File: config.mk
export PLATFORM = sky130hd
export DESIGN_NAME = arc_mode_result_ctrl
export DESIGN_NICKNAME = d
export VERILOG_FILES = /design/src/verilog/arc_pkg.sv /design/src/verilog/arc_result_if.sv /design/src/verilog/arc_mode_result_ctrl.sv /design/src/verilog/arc_range_store.sv
export SDC_FILE = /design/constraint.sdc
export NUM_CORES = 1
export LEC_CHECK = 0
export BUFFER_PORTS_ARGS = -buffer_cell sky130_fd_sc_hd__buf_4
export CAP_MARGIN = 25
export CORE_MARGIN = 2
export CORE_UTILIZATION = 33
export DETAILED_ROUTE_END_ITERATION = 16
export PLACE_DENSITY = 0.52
export SETUP_SLACK_MARGIN = 0.02
export SLEW_MARGIN = 40
export SYNTH_ARGS = -nofsm -noshare
export SYNTH_HDL_FRONTEND = slang
export SYNTH_SLANG_ARGS = --single-unit
File: constraint.sdc
create_clock -name clock_in -period 3.6 [get_ports clock_in]
set_input_delay 0.72 -clock clock_in [delete_from_list [all_inputs] [get_ports clock_in]]
set_output_delay 0.72 -clock clock_in [all_outputs]
set_load 0.03 [all_outputs]
File: src/verilog/arc_pkg.sv
// constants and types for the converter mode and result control block
package arc_pkg;
    localparam int CLK_PERIOD_NS = 100;
    localparam int ADDR_W        = 20;
    localparam int RES_W         = 12;

    // word indices; byte address is four times the index
    localparam logic [19:0] TRIG_MODE_IDX    = 20'hFFF32;
    localparam logic [19:0] REF_RES_IDX      = 20'hF0010;
    localparam logic [19:0] RESULT_WORD_IDX  = 20'hFFF1E;
    localparam logic [19:0] RESULT_UPPER_IDX = 20'hFFF1F;
    localparam logic [19:0] UPPER_LIMIT_IDX  = 20'hFFF40;
    localparam logic [19:0] LOWER_LIMIT_IDX  = 20'hFFF41;
    localparam logic [19:0] RUN_CTRL_IDX     = 20'hFFF42;
    localparam logic [19:0] STATUS_IDX       = 20'hFFF43;

    localparam logic [7:0]  TRIG_MODE_RST    = 8'h00;
    localparam logic [7:0]  REF_RES_RST      = 8'h00;
    localparam logic [7:0]  UPPER_LIMIT_RST  = 8'hFF;
    localparam logic [7:0]  LOWER_LIMIT_RST  = 8'h00;
    localparam logic [7:0]  RUN_CTRL_RST     = 8'h00;
    localparam logic [11:0] RESULT_RST       = 12'h000;
    localparam logic [7:0]  TRIG_MODE_MASK   = 8'hE3;
    localparam logic [7:0]  REF_RES_MASK     = 8'hED;
    localparam logic [7:0]  RUN_CTRL_MASK    = 8'h83;

    localparam int TM_HI_BIT      = 7;
    localparam int TM_LO_BIT      = 6;
    localparam int ONE_SHOT_BIT   = 5;
    localparam int TRIG_SRC_LSB   = 0;
    localparam int POS_REF_LSB    = 6;
    localparam int NEG_REF_BIT    = 5;
    localparam int RANGE_INV_BIT  = 3;
    localparam int SNOOZE_EN_BIT  = 2;
    localparam int RES_SEL_BIT    = 0;
    localparam int RUN_BIT        = 0;
    localparam int CE_BIT         = 1;
    localparam int ISS_BIT        = 7;
    localparam int BUSY_BIT       = 0;
    localparam int SNOOZE_ACT_BIT = 1;

    localparam logic [1:0] TRIG_SRC_TIMER = 2'h0;
    localparam logic [1:0] TRIG_SRC_EVENT = 2'h1;

    // power stabilization wait in hardware wait mode
    localparam int STAB_WAIT_NS = 1000;
    localparam int STAB_WAIT_CYC =
        (STAB_WAIT_NS + CLK_PERIOD_NS - 1) / CLK_PERIOD_NS;
    localparam int STAB_CNT_W = 4;
    localparam logic [STAB_CNT_W-1:0] STAB_LOAD =
        STAB_CNT_W'(STAB_WAIT_CYC - 1);

    typedef enum logic [1:0] {
        SEQ_IDLE,
        SEQ_STAB,
        SEQ_CONV
    } arc_seq_type;
endpackage

File: src/verilog/arc_result_if.sv
// carrier between sequencer and result store
`timescale 1ns/1ps
interface arc_result_if;
    import arc_pkg::*;
    logic             done;
    logic [RES_W-1:0] data;
    logic             eight_bit;
    logic             invert;
    logic [7:0]       upper;
    logic [7:0]       lower;
    logic             accept;
    logic [15:0]      word;
    logic [7:0]       upper_byte;
    modport ctrl  (output done, data, eight_bit, invert, upper, lower,
                   input  accept, word, upper_byte);
    modport store (input  done, data, eight_bit, invert, upper, lower,
                   output accept, word, upper_byte);
endinterface
File: src/verilog/arc_mode_result_ctrl.sv
// converter mode control, sequencer and register slave
//
// The implementer's own choice: register access over Avalon-MM.
`timescale 1ns/1ps
module arc_mode_result_ctrl
    import arc_pkg::*;
(
    input  wire logic              clock_in,
    input  wire logic              rst_in,
    input  wire logic [ADDR_W-1:0] avs_address_in,
    input  wire logic              avs_read_in,
    input  wire logic              avs_write_in,
    input  wire logic [3:0]        avs_byteenable_in,
    input  wire logic [31:0]       avs_writedata_in,
    output logic [31:0]            avs_readdata_out,
    output logic                   avs_waitrequest_out,
    input  wire logic              timer_ch1_irq_in,
    input  wire logic              event_link_unit_in,
    input  wire logic              stop_mode_in,
    input  wire logic              sar_done_in,
    input  wire logic [RES_W-1:0]  sar_result_in,
    output logic                   sar_start_out,
    output logic                   sar_eight_bit_out,
    output logic                   comparator_enable_out,
    output logic [1:0]             pos_ref_select_out,
    output logic                   neg_ref_select_out,
    output logic                   internal_source_select_out,
    output logic                   conversion_done_irq_out,
    output logic                   snooze_active_out
);
    typedef struct packed {
        arc_seq_type           seq;
        logic [STAB_CNT_W-1:0] cnt;
        logic [7:0]            trig_mode;
        logic [7:0]            ref_res;
        logic [7:0]            upper;
        logic [7:0]            lower;
        logic [7:0]            run_ctrl;
        logic                  start;
        logic                  irq;
        logic                  snooze;
        logic                  ack;
        logic [15:0]           rdata;
    } arc_top_state_type;

    arc_top_state_type st;
    arc_top_state_type next_st;
    arc_result_if      res_if ();

    logic       bus_req;
    logic       wr_en;
    logic       locked;
    logic       active;
    logic       trig_hit;
    logic       conv_end;
    logic [1:0] trig_src;
    logic [15:0] rd_val;

    arc_range_store u_store (
        .clock_in (clock_in),
        .rst_in   (rst_in),
        .res      (res_if.store)
    );

    assign bus_req  = avs_read_in || avs_write_in;
    // a write lands only at the edge where waitrequest is low
    assign wr_en    = avs_write_in && st.ack && avs_byteenable_in[0];
    assign locked   = st.run_ctrl[RUN_BIT] || st.run_ctrl[CE_BIT];
    assign active   = st.run_ctrl[RUN_BIT] && st.run_ctrl[CE_BIT];
    assign trig_src = st.trig_mode[TRIG_SRC_LSB +: 2];
    assign trig_hit = (trig_src == TRIG_SRC_TIMER && timer_ch1_irq_in)
                   || (trig_src == TRIG_SRC_EVENT && event_link_unit_in);
    assign conv_end = (st.seq == SEQ_CONV) && active && sar_done_in;

    assign res_if.done      = conv_end;
    assign res_if.data      = sar_result_in;
    assign res_if.eight_bit = st.ref_res[RES_SEL_BIT];
    assign res_if.invert    = st.ref_res[RANGE_INV_BIT];
    assign res_if.upper     = st.upper;
    assign res_if.lower     = st.lower;

    always_comb begin
        case (avs_address_in)
            TRIG_MODE_IDX:    rd_val = {8'h00, st.trig_mode};
            REF_RES_IDX:      rd_val = {8'h00, st.ref_res};
            RESULT_WORD_IDX:  rd_val = res_if.word;
            RESULT_UPPER_IDX: rd_val = {8'h00, res_if.upper_byte};
            UPPER_LIMIT_IDX:  rd_val = {8'h00, st.upper};
            LOWER_LIMIT_IDX:  rd_val = {8'h00, st.lower};
            RUN_CTRL_IDX:     rd_val = {8'h00, st.run_ctrl};
            STATUS_IDX:       rd_val = {14'h0000, st.snooze,
                                        st.seq != SEQ_IDLE};
            default:          rd_val = 16'h0000;
        endcase
    end

    always_comb begin
        next_st       = st;
        next_st.start = 1'b0;
        next_st.irq   = 1'b0;
        // one wait state: read data is captured, then answered
        next_st.ack   = bus_req && !st.ack;
        if (bus_req && !st.ack) begin
            next_st.rdata = rd_val;
        end

        case (st.seq)
            SEQ_IDLE: begin
                if (active) begin
                    if (!st.trig_mode[TM_HI_BIT]) begin
                        next_st.start = 1'b1;
                        next_st.seq   = SEQ_CONV;
                    end else if (trig_hit) begin
                        // trigger during stop with snooze enabled wakes only the converter
                        next_st.snooze = st.ref_res[SNOOZE_EN_BIT]
                                      && stop_mode_in;
                        if (st.trig_mode[TM_LO_BIT]) begin
                            next_st.seq = SEQ_STAB;
                            next_st.cnt = STAB_LOAD;
                        end else begin
                            next_st.start = 1'b1;
                            next_st.seq   = SEQ_CONV;
                        end
                    end
                end
            end
            SEQ_STAB: begin
                if (!active) begin
                    next_st.seq    = SEQ_IDLE;
                    next_st.snooze = 1'b0;
                end else if (st.cnt == '0) begin
                    next_st.start = 1'b1;
                    next_st.seq   = SEQ_CONV;
                end else begin
                    next_st.cnt = st.cnt - 1'b1;
                end
            end
            SEQ_CONV: begin
                if (!active) begin
                    // abort drops the pending result
                    next_st.seq    = SEQ_IDLE;
                    next_st.snooze = 1'b0;
                end else if (sar_done_in) begin
                    next_st.irq = res_if.accept;
                    if (!st.trig_mode[ONE_SHOT_BIT]) begin
                        // repeats skip start and stabilization time
                        next_st.start = 1'b1;
                    end else begin
                        next_st.seq    = SEQ_IDLE;
                        next_st.snooze = 1'b0;
                        if (!st.trig_mode[TM_HI_BIT]) begin
                            next_st.run_ctrl[RUN_BIT] = 1'b0;
                        end
                    end
                end
            end
            default: begin
                next_st.seq = SEQ_IDLE;
            end
        endcase

        // software writes last, so a set beats a hardware clear
        if (wr_en) begin
            case (avs_address_in)
                TRIG_MODE_IDX: begin
                    if (!locked) begin
                        next_st.trig_mode =
                            avs_writedata_in[7:0] & TRIG_MODE_MASK;
                    end
                end
                REF_RES_IDX: begin
                    if (!locked) begin
                        next_st.ref_res =
                            avs_writedata_in[7:0] & REF_RES_MASK;
                    end
                end
                UPPER_LIMIT_IDX: begin
                    if (!locked) begin
                        next_st.upper = avs_writedata_in[7:0];
                    end
                end
                LOWER_LIMIT_IDX: begin
                    if (!locked) begin
                        next_st.lower = avs_writedata_in[7:0];
                    end
                end
                RUN_CTRL_IDX: begin
                    next_st.run_ctrl =
                        avs_writedata_in[7:0] & RUN_CTRL_MASK;
                end
                default: begin
                    next_st.run_ctrl = next_st.run_ctrl;
                end
            endcase
        end
    end

    always_ff @(posedge clock_in or posedge rst_in) begin
        if (rst_in) begin
            st.seq       <= SEQ_IDLE;
            st.cnt       <= '0;
            st.trig_mode <= TRIG_MODE_RST;
            st.ref_res   <= REF_RES_RST;
            st.upper     <= UPPER_LIMIT_RST;
            st.lower     <= LOWER_LIMIT_RST;
            st.run_ctrl  <= RUN_CTRL_RST;
            st.start     <= 1'b0;
            st.irq       <= 1'b0;
            st.snooze    <= 1'b0;
            st.ack       <= 1'b0;
            st.rdata     <= 16'h0000;
        end else begin
            st <= next_st;
        end
    end

    assign avs_waitrequest_out        = bus_req && !st.ack;
    assign avs_readdata_out           = {16'h0000, st.rdata};
    assign sar_start_out              = st.start;
    assign sar_eight_bit_out          = st.ref_res[RES_SEL_BIT];
    assign comparator_enable_out      = st.run_ctrl[CE_BIT];
    assign pos_ref_select_out         = st.ref_res[POS_REF_LSB +: 2];
    assign neg_ref_select_out         = st.ref_res[NEG_REF_BIT];
    assign internal_source_select_out = st.run_ctrl[ISS_BIT];
    assign conversion_done_irq_out    = st.irq;
    assign snooze_active_out          = st.snooze;

    AST_SW_START: assert property (@(posedge clock_in) disable iff (rst_in)
        st.seq == SEQ_IDLE && active && !st.trig_mode[TM_HI_BIT]
        |=> sar_start_out)
        else $error("software mode did not start a conversion");
    AST_NOWAIT_START: assert property (@(posedge clock_in) disable iff (rst_in)
        st.seq == SEQ_IDLE && active && st.trig_mode[7:6] == 2'h2
        && trig_hit |=> sar_start_out)
        else $error("no-wait trigger did not start at once");
    // ten stabilization cycles, then the start pulse one cycle later
    AST_WAIT_STAB: assert property (@(posedge clock_in) disable iff (rst_in)
        st.seq == SEQ_IDLE && active && st.trig_mode[7:6] == 2'h3
        && trig_hit ##1 active[*8] ##1 active[*2]
        |=> sar_start_out)
        else $error("wait mode start not after stabilization");
    AST_WAIT_NO_EARLY: assert property (@(posedge clock_in) disable iff (rst_in)
        st.seq == SEQ_IDLE && active && st.trig_mode[7:6] == 2'h3
        && trig_hit |=> !sar_start_out [*8])
        else $error("wait mode started before stabilization");
    AST_NO_TRIG_IDLE: assert property (@(posedge clock_in) disable iff (rst_in)
        st.seq == SEQ_IDLE && st.trig_mode[TM_HI_BIT] && !trig_hit
        |=> !sar_start_out)
        else $error("hardware mode started without its trigger");
    AST_ONE_SHOT_STOP: assert property (@(posedge clock_in) disable iff (rst_in)
        conv_end && st.trig_mode[ONE_SHOT_BIT]
        && !st.trig_mode[TM_HI_BIT]
        && !(wr_en && avs_address_in == RUN_CTRL_IDX)
        |=> !st.run_ctrl[RUN_BIT] && st.seq == SEQ_IDLE)
        else $error("one-shot conversion did not stop");
    AST_SEQ_RESTART: assert property (@(posedge clock_in) disable iff (rst_in)
        conv_end && !st.trig_mode[ONE_SHOT_BIT] |=> sar_start_out)
        else $error("sequential mode did not restart");
    AST_IRQ_CAUSE: assert property (@(posedge clock_in) disable iff (rst_in)
        conversion_done_irq_out |-> $past(conv_end && res_if.accept)
        && res_if.word[15:8] == $past(sar_result_in[11:4]))
        else $error("interrupt without accepted conversion");
    AST_SNOOZE: assert property (@(posedge clock_in) disable iff (rst_in)
        st.seq == SEQ_IDLE && active && st.trig_mode[TM_HI_BIT]
        && trig_hit && st.ref_res[SNOOZE_EN_BIT] && stop_mode_in
        |=> snooze_active_out)
        else $error("snooze not entered on stop trigger");
    AST_MODE_LOCK: assert property (@(posedge clock_in) disable iff (rst_in)
        locked |=> $stable(st.trig_mode) && $stable(st.ref_res))
        else $error("mode register changed while running");
endmodule // arc_mode_result_ctrl

File: src/verilog/arc_range_store.sv
// window check and result registers
`timescale 1ns/1ps
module arc_range_store
    import arc_pkg::*;
(
    input  wire logic   clock_in,
    input  wire logic   rst_in,
    arc_result_if.store res
);
    typedef struct packed {
        logic [RES_W-1:0] result;
    } arc_store_state_type;

    arc_store_state_type st;
    arc_store_state_type next_st;

    function automatic logic arc_in_window(input logic [RES_W-1:0] d,
                                           input logic [7:0] lo,
                                           input logic [7:0] up);
        arc_in_window = (lo <= d[11:4]) && (d[11:4] <= up);
    endfunction

    assign res.accept = res.done && (res.invert
        ^ arc_in_window(res.data, res.lower, res.upper));

    always_comb begin
        next_st = st;
        if (res.accept) begin
            next_st.result = res.data;
            if (res.eight_bit) begin
                next_st.result[3:2] = 2'h0;
            end
        end
    end

    always_ff @(posedge clock_in or posedge rst_in) begin
        if (rst_in) begin
            st.result <= RESULT_RST;
        end else begin
            st <= next_st;
        end
    end

    assign res.word       = {st.result, 4'h0};
    assign res.upper_byte = st.result[11:4];

    AST_HOLD_ON_REJECT: assert property (@(posedge clock_in) disable iff (rst_in)
        !res.accept |=> $stable(res.word))
        else $error("result changed without acceptance");
    AST_INSIDE_ACCEPTED: assert property (@(posedge clock_in) disable iff (rst_in)
        res.done && !res.invert
        && arc_in_window(res.data, res.lower, res.upper) |-> res.accept)
        else $error("in-window result not accepted");
    AST_EIGHT_BIT_LOW: assert property (@(posedge clock_in) disable iff (rst_in)
        res.accept && res.eight_bit |=> res.word[7:6] == 2'h0)
        else $error("8-bit result has bits 7:6 set");
    AST_UPPER_BYTE: assert property (@(posedge clock_in) disable iff (rst_in)
        res.accept |=> res.upper_byte == $past(res.data[11:4]))
        else $error("upper byte not result bits 11:4");
endmodule // arc_range_store

# Word-level counts from Yosys, hierarchy flattened
# Index checks and enable logic that the tools add are counted.
dict set report op_classes {
  n_reduce_logical 29
  n_mux 40
  n_bitwise 2
  n_addsub 1
  n_eq_ne 22
  n_lt_le_gt_ge 2
}
# cell count
set ops {}
lappend ops {{equality test 20 bit, second input constant} 8}
lappend ops {{case mux 16 bit (8 select lines)} 1}
lappend ops {{2-to-1 mux 4 bit} 5}
lappend ops {{2-to-1 mux 1 bit} 19}
lappend ops {{<= comparator 8 bit} 2}
lappend ops {{2-to-1 mux 2 bit} 8}
lappend ops {{inequality test 2 bit, second input constant} 7}
lappend ops {{AND reduction 7 bit} 2}
lappend ops {{2-to-1 mux 6 bit} 2}
lappend ops {{inequality test 3 bit, second input constant} 4}
lappend ops {{AND reduction 3 bit} 4}
lappend ops {{logical AND 1 bit} 11}
lappend ops {{case mux 4 bit (2 select lines)} 1}
lappend ops {{case mux 1 bit (3 select lines)} 2}
lappend ops {{case mux 2 bit (3 select lines)} 1}
lappend ops {{AND reduction 5 bit} 1}
lappend ops {{equality test 2 x 1 -> 1 bit, second input constant} 2}
lappend ops {{logical NOT 2 bit} 2}
lappend ops {{logical NOT 4 bit} 1}
lappend ops {{nonzero test 2 bit} 2}
lappend ops {{subtractor 4 x 1 -> 4 bit, second input constant} 1}
lappend ops {{logical OR 1 bit} 3}
lappend ops {{2-to-1 mux 3 bit} 1}
lappend ops {{nonzero test 3 bit} 1}
lappend ops {{5 further kinds} 5}
dict set report totals {
  elab_cells 110
  inputBits 76
  register_bits 68
  out_inout_bits 42
}

# Longest topological paths before layout
dict set report depth {
  word_depth 9
  mapped_depth 10
  depth_no_buf 9
}

# Modules after synthesis
# From an unflattened synthesis, not the netlist that was laid out.
dict set report hier_totals {
  cells_unflattened 409
  area_unflattened_um2 4300.4
}
# mod area_per_inst_um2 seq_area_each_um2 cells_each instances
set by_module_without_submodules {}
lappend by_module_without_submodules {arc_mode_result_ctrl 3271.9 1411.4 310 1}
lappend by_module_without_submodules {arc_range_store 1028.5 300.3 99 1}

# Worst setup path after synthesis
# Ideal clock, no wire load.
dict set report synth_timing {
  path_kind {input -> register}
  from {input sar_result_in[5]}
  to {register u_store.st[0] (netlist name)}
  n_path_buf 1
  required_ps 3475
  arrival_time_ps 2525
  path_stages 10
  setup_ps 125
  setup_slack_ps 950
  cell_sequence {inv_1 -> ha_1 -> nor2b_4 -> o211ai_2 -> a21oi_1 -> a2111oi_2 -> o22ai_1 -> mux2_4 -> buf_6 -> mux2_4}
}
dict set report synth_via {
  elab_chain_len 4
  word_cells_on_any_way 5
  classes_between {2 x order compare; 1 x bitwise; 2 x reduce/logical}
}
# element line_no
set synth_rtl {}
lappend synth_rtl {{start, declared} arc_mode_result_ctrl.sv:21} ;# input wire logic [RES_W-1:0] sar_result_in,
lappend synth_rtl {{<= comparator 8 bit} arc_range_store.sv:20} ;# arc_in_window = (lo <= d[11:4]) && (d[11:4] <= up);
lappend synth_rtl {{logical AND 1 bit (*)} arc_range_store.sv:20}
lappend synth_rtl {{bitwise XOR 1 bit (*)} arc_range_store.sv:24} ;# ^ arc_in_window(res.data, res.lower, res.upper));
lappend synth_rtl {{logical AND 1 bit (*)} arc_range_store.sv:23} ;# assign res.accept = res.done && (res.invert
lappend synth_rtl {{end signal, assigned} arc_range_store.sv:40} ;# st <= next_st;
lappend synth_rtl {{end, declared} arc_range_store.sv:14} ;# arc_store_state_type st;
# Every way passes the cells marked *; elsewhere a longest branch is shown, timed or not.
# A chain may end at the register's enable or synchronous reset.

# Final worst setup path
dict set report layout_timing {
  from {input sar_result_in[5]}
  to {register u_store.st[10] (netlist name)}
}
# Same word-level chain as after synthesis.

==> flow_metrics.tcl <==
set metrics [dict create \
    status "completed" \
    r2r-start "res_if.upper[1]$_DFFE_PP1P_" \
    avgViaCountPerCell 5.14 \
    finalPower_mw 1.80 \
    place_area_sq_um 4610 \
    hpwl_mm 8.07 \
    fin_tns_setup_ns 0 \
    grt_pass1_vias 2956 \
    drtPass1Iterations 4 \
    fin_area_sq_um 4910 \
    antenna_left 0 \
    vias 3093 \
    post-route-period-util 0.706 \
    whs_ns 0.434 \
    fin_nets 548 \
    cts.clk_slew.worst_paths_ns 0.06 \
    post_cts_resized 0 \
    reg2reg_slack_ns 1.08 \
    seq_area_frac_synth 0.420 \
    tightest_slew_ns 0.654 \
    ctsRootBufferMaster "clkbuf_16" \
    cp_max_fo 13 \
    reg2reg_to "u_store.st[10]$_DFFE_PP0P_" \
    num_io_pins 118 \
    syn_area_sq_um 4070 \
    grt_pass1_wl_mm 16.2 \
    start_util 0.339 \
    clkSinkCount 68 \
    hold_path_class "in -> async" \
    diodes 0 \
    rsz0062_at_grt "false" \
    arrival_ns 2.75 \
    start_kind "input pin" \
    row_count 40 \
    max_cap_violations 0 \
    crit_chain "buf_4 > inv_1 > ha_1 > nor2b_4 > o211ai_2 > a21oi_1 > a2111oi_2 > o22ai_1 > mux2_4 > mux2_1" \
    slew_viol_final 0 \
    cts_made_buffers 9 \
    reg2reg_depth 9 \
    clock.fmax_ghz 0.394 \
    period_needed_ns 2.54 \
    peakVddDrop_uv 154 \
    synth_edf_count 0 \
    slowest_delay_ns 0.43 \
    place.gp.congestion 0.815 \
    cts_tree "yes" \
    clk_latency_ns 0.33 \
    drc 0 \
    avgSynthCellArea_sq_um 10.6 \
    yosysWarnings 0 \
    synth_top_flop_cell "dfrtp_1" \
    die_area_sq_um 13200 \
    ys_ff_latch 68 \
    critical_path_required_ns 3.81 \
    clock_path_buffers 2 \
    grt_max_degree 43 \
    dieWidth_microns 115 \
    antenna_found_initial 0 \
    synth_cell_type_count 54 \
    drtIter0Drc 147 \
    hold_viol 0 \
    synthCells 386 \
    core_area_sq_um 12000 \
    post_cts_buffers 0 \
    power_density_nw_per_um2 367 \
    dieHeight_microns 115 \
    slew_headroom 0.562 \
    postCtsHoldBufs 0 \
    wl_mm 10.4 \
    grt.total_usage 0.162 \
    critPathKind "in -> reg" \
    critical-path-top-delay-family "multiplexers" \
    setup_viol 0 \
    area_growth_pct 20.7 \
    drive_above_1_share 0.292 \
    wire_per_inst_microns 17.3 \
    critical_path.slowest_cell "mux2_4" \
    clock-skew-final_ns 0.00638 \
    htreeDepth 3 \
    io_buffers 74 \
    p_leak_nw 2.38 \
    path_buf_inv 2 \
    end_kind "flop" \
    async_reset_ff_frac 1.00 \
    grt-ovfl-total 0 \
]
-- layer usage --
layer	share of wire	GRT usage
met5	0	0
met4	0.014	0.0554
met1	0.49	0.234
met2	0.45	0.248
met3	0.044	0.0258
-- power by group --
part / total [mW] / switching (mW) / internal [mW]
logic: 0.162 / 0.102 / 0.0601
clock network: 0.871 / 0.339 / 0.532
registers: 0.769 / 0.00153 / 0.768
-- how the worst max path moves through the flow --
stage,cells after the start,start,slack [ns],end
2_1_floorplan,10,sar_result_in[5],0.95,u_store.st[0]$_DFFE_PP0P_
3_3_place_gp,10,sar_result_in[5],0.73,u_store.st[8]$_DFFE_PP0P_
3_5_place_dp,10,sar_result_in[5],0.73,u_store.st[8]$_DFFE_PP0P_
4_1_cts,9,res_if.upper[1]$_DFFE_PP1P_,1.07,u_store.st[8]$_DFFE_PP0P_
5_1_grt,10,sar_result_in[5],0.94,u_store.st[10]$_DFFE_PP0P_
6_report,10,sar_result_in[5],1.06,u_store.st[10]$_DFFE_PP0P_
-- sequential cells by signal, indices dropped and copies added, names as in the netlist --
name	cells
internal_source_select_out	1
sar_eight_bit_out	1
st	14
neg_ref_select_out	1
u_store.st	12
comparator_enable_out	1
snooze_active_out	1
avs_readdata_out	16
conversion_done_irq_out	1
pos_ref_select_out	2
sar_start_out	1
res_if.lower	8
res_if.upper	8
res_if.invert	1
-- through the flow --
step	instances	worst slack [ns]	utilization
final	602	1.06	0.409
after global placement	586	0.729	0.384
after global routing	602	0.940	0.409
after detailed placement	586	0.733	0.384
after floorplan	401	0.950	-
after CTS	602	1.07	0.408
-- cells by family after synthesis --
kind of cell / Yosys count / share of synthesized area
AO/OA/AOI/OAI: 74 / 0.130
buffers and inverters: 72 / 0.101
other: 1 / 0.000921
adder cells (fa/ha/maj): 22 / 0.0676
AND/OR/NAND/NOR: 105 / 0.143
multiplexers: 44 / 0.137
flip-flops: 68 / 0.420
-- cells in the final DEF, fill, tap and decap left out, types with 2 or more instances in the layout --
master       n
a22o_1      14
nand3_1      8
clkinv_2     3
o21ai_1     10
mux2_4      17
a222oi_1     3
a2111oi_2    2
conb_1      16
nor2_1      23
a22oi_1      6
o21ai_0      4
a21oi_1     18
nand2b_1     3
inv_1       28
clkinvlp_4   3
and4_1       2
mux2_1      25
nand3b_1     4
inv_2        2
dfstp_2      8
nand4_1     14
or2_1        2
nor3_1       6
clkbuf_16    9
a31oi_1      2
ha_1        22
nor2b_1      4
nor3_2       2
nor4_1       3
dfrtp_1     60
a21o_1       2
or4_1        2
buf_4       79
or3_1        3
nand2_1     21
a221oi_1     4
-- Yosys cell counts, types with 2 or more instances --
master,count,area [sq um]
a21o_1,2,15.0
buf_4,35,263
a221oi_1,4,35.0
or2_1,2,12.5
nor2b_1,4,25.0
o21ai_1,10,50.1
nor3_2,2,20.0
dfrtp_1,60,1500
ha_1,22,275
nand4_1,14,87.6
a22o_1,14,123
inv_2,2,7.51
mux2_4,17,255
nor3_1,6,30.0
nor2_1,23,86.3
a22oi_1,6,45.0
a222oi_1,3,30.0
mux2_1,25,282
nand3b_1,4,30.0
nor4_1,3,18.8
nand2_1,21,78.8
or4_1,2,15.0
clkbuf_1,3,11.3
or3_1,3,18.8
nand2b_1,3,18.8
dfstp_2,8,210
a21oi_1,18,90.1
inv_1,29,109
a31oi_1,2,12.5
o21ai_0,4,20.0
nor4_2,2,25.0
and4_1,2,17.5
a2111oi_2,2,30.0
nand3_1,8,40.0
buf_2,2,10.0
-- final cells by class --
cell class              instances  area (sq um)
well taps                     147           184
clock buffers                   9           225
flip-flops and latches         68          1710
multi-input cells             261          2010
inverters                      31           119
repair buffers                 79           593
clock inverters                 7          67.6
fillers                      1207          7100
No activity file was read; power rests on OpenSTA's default activity.
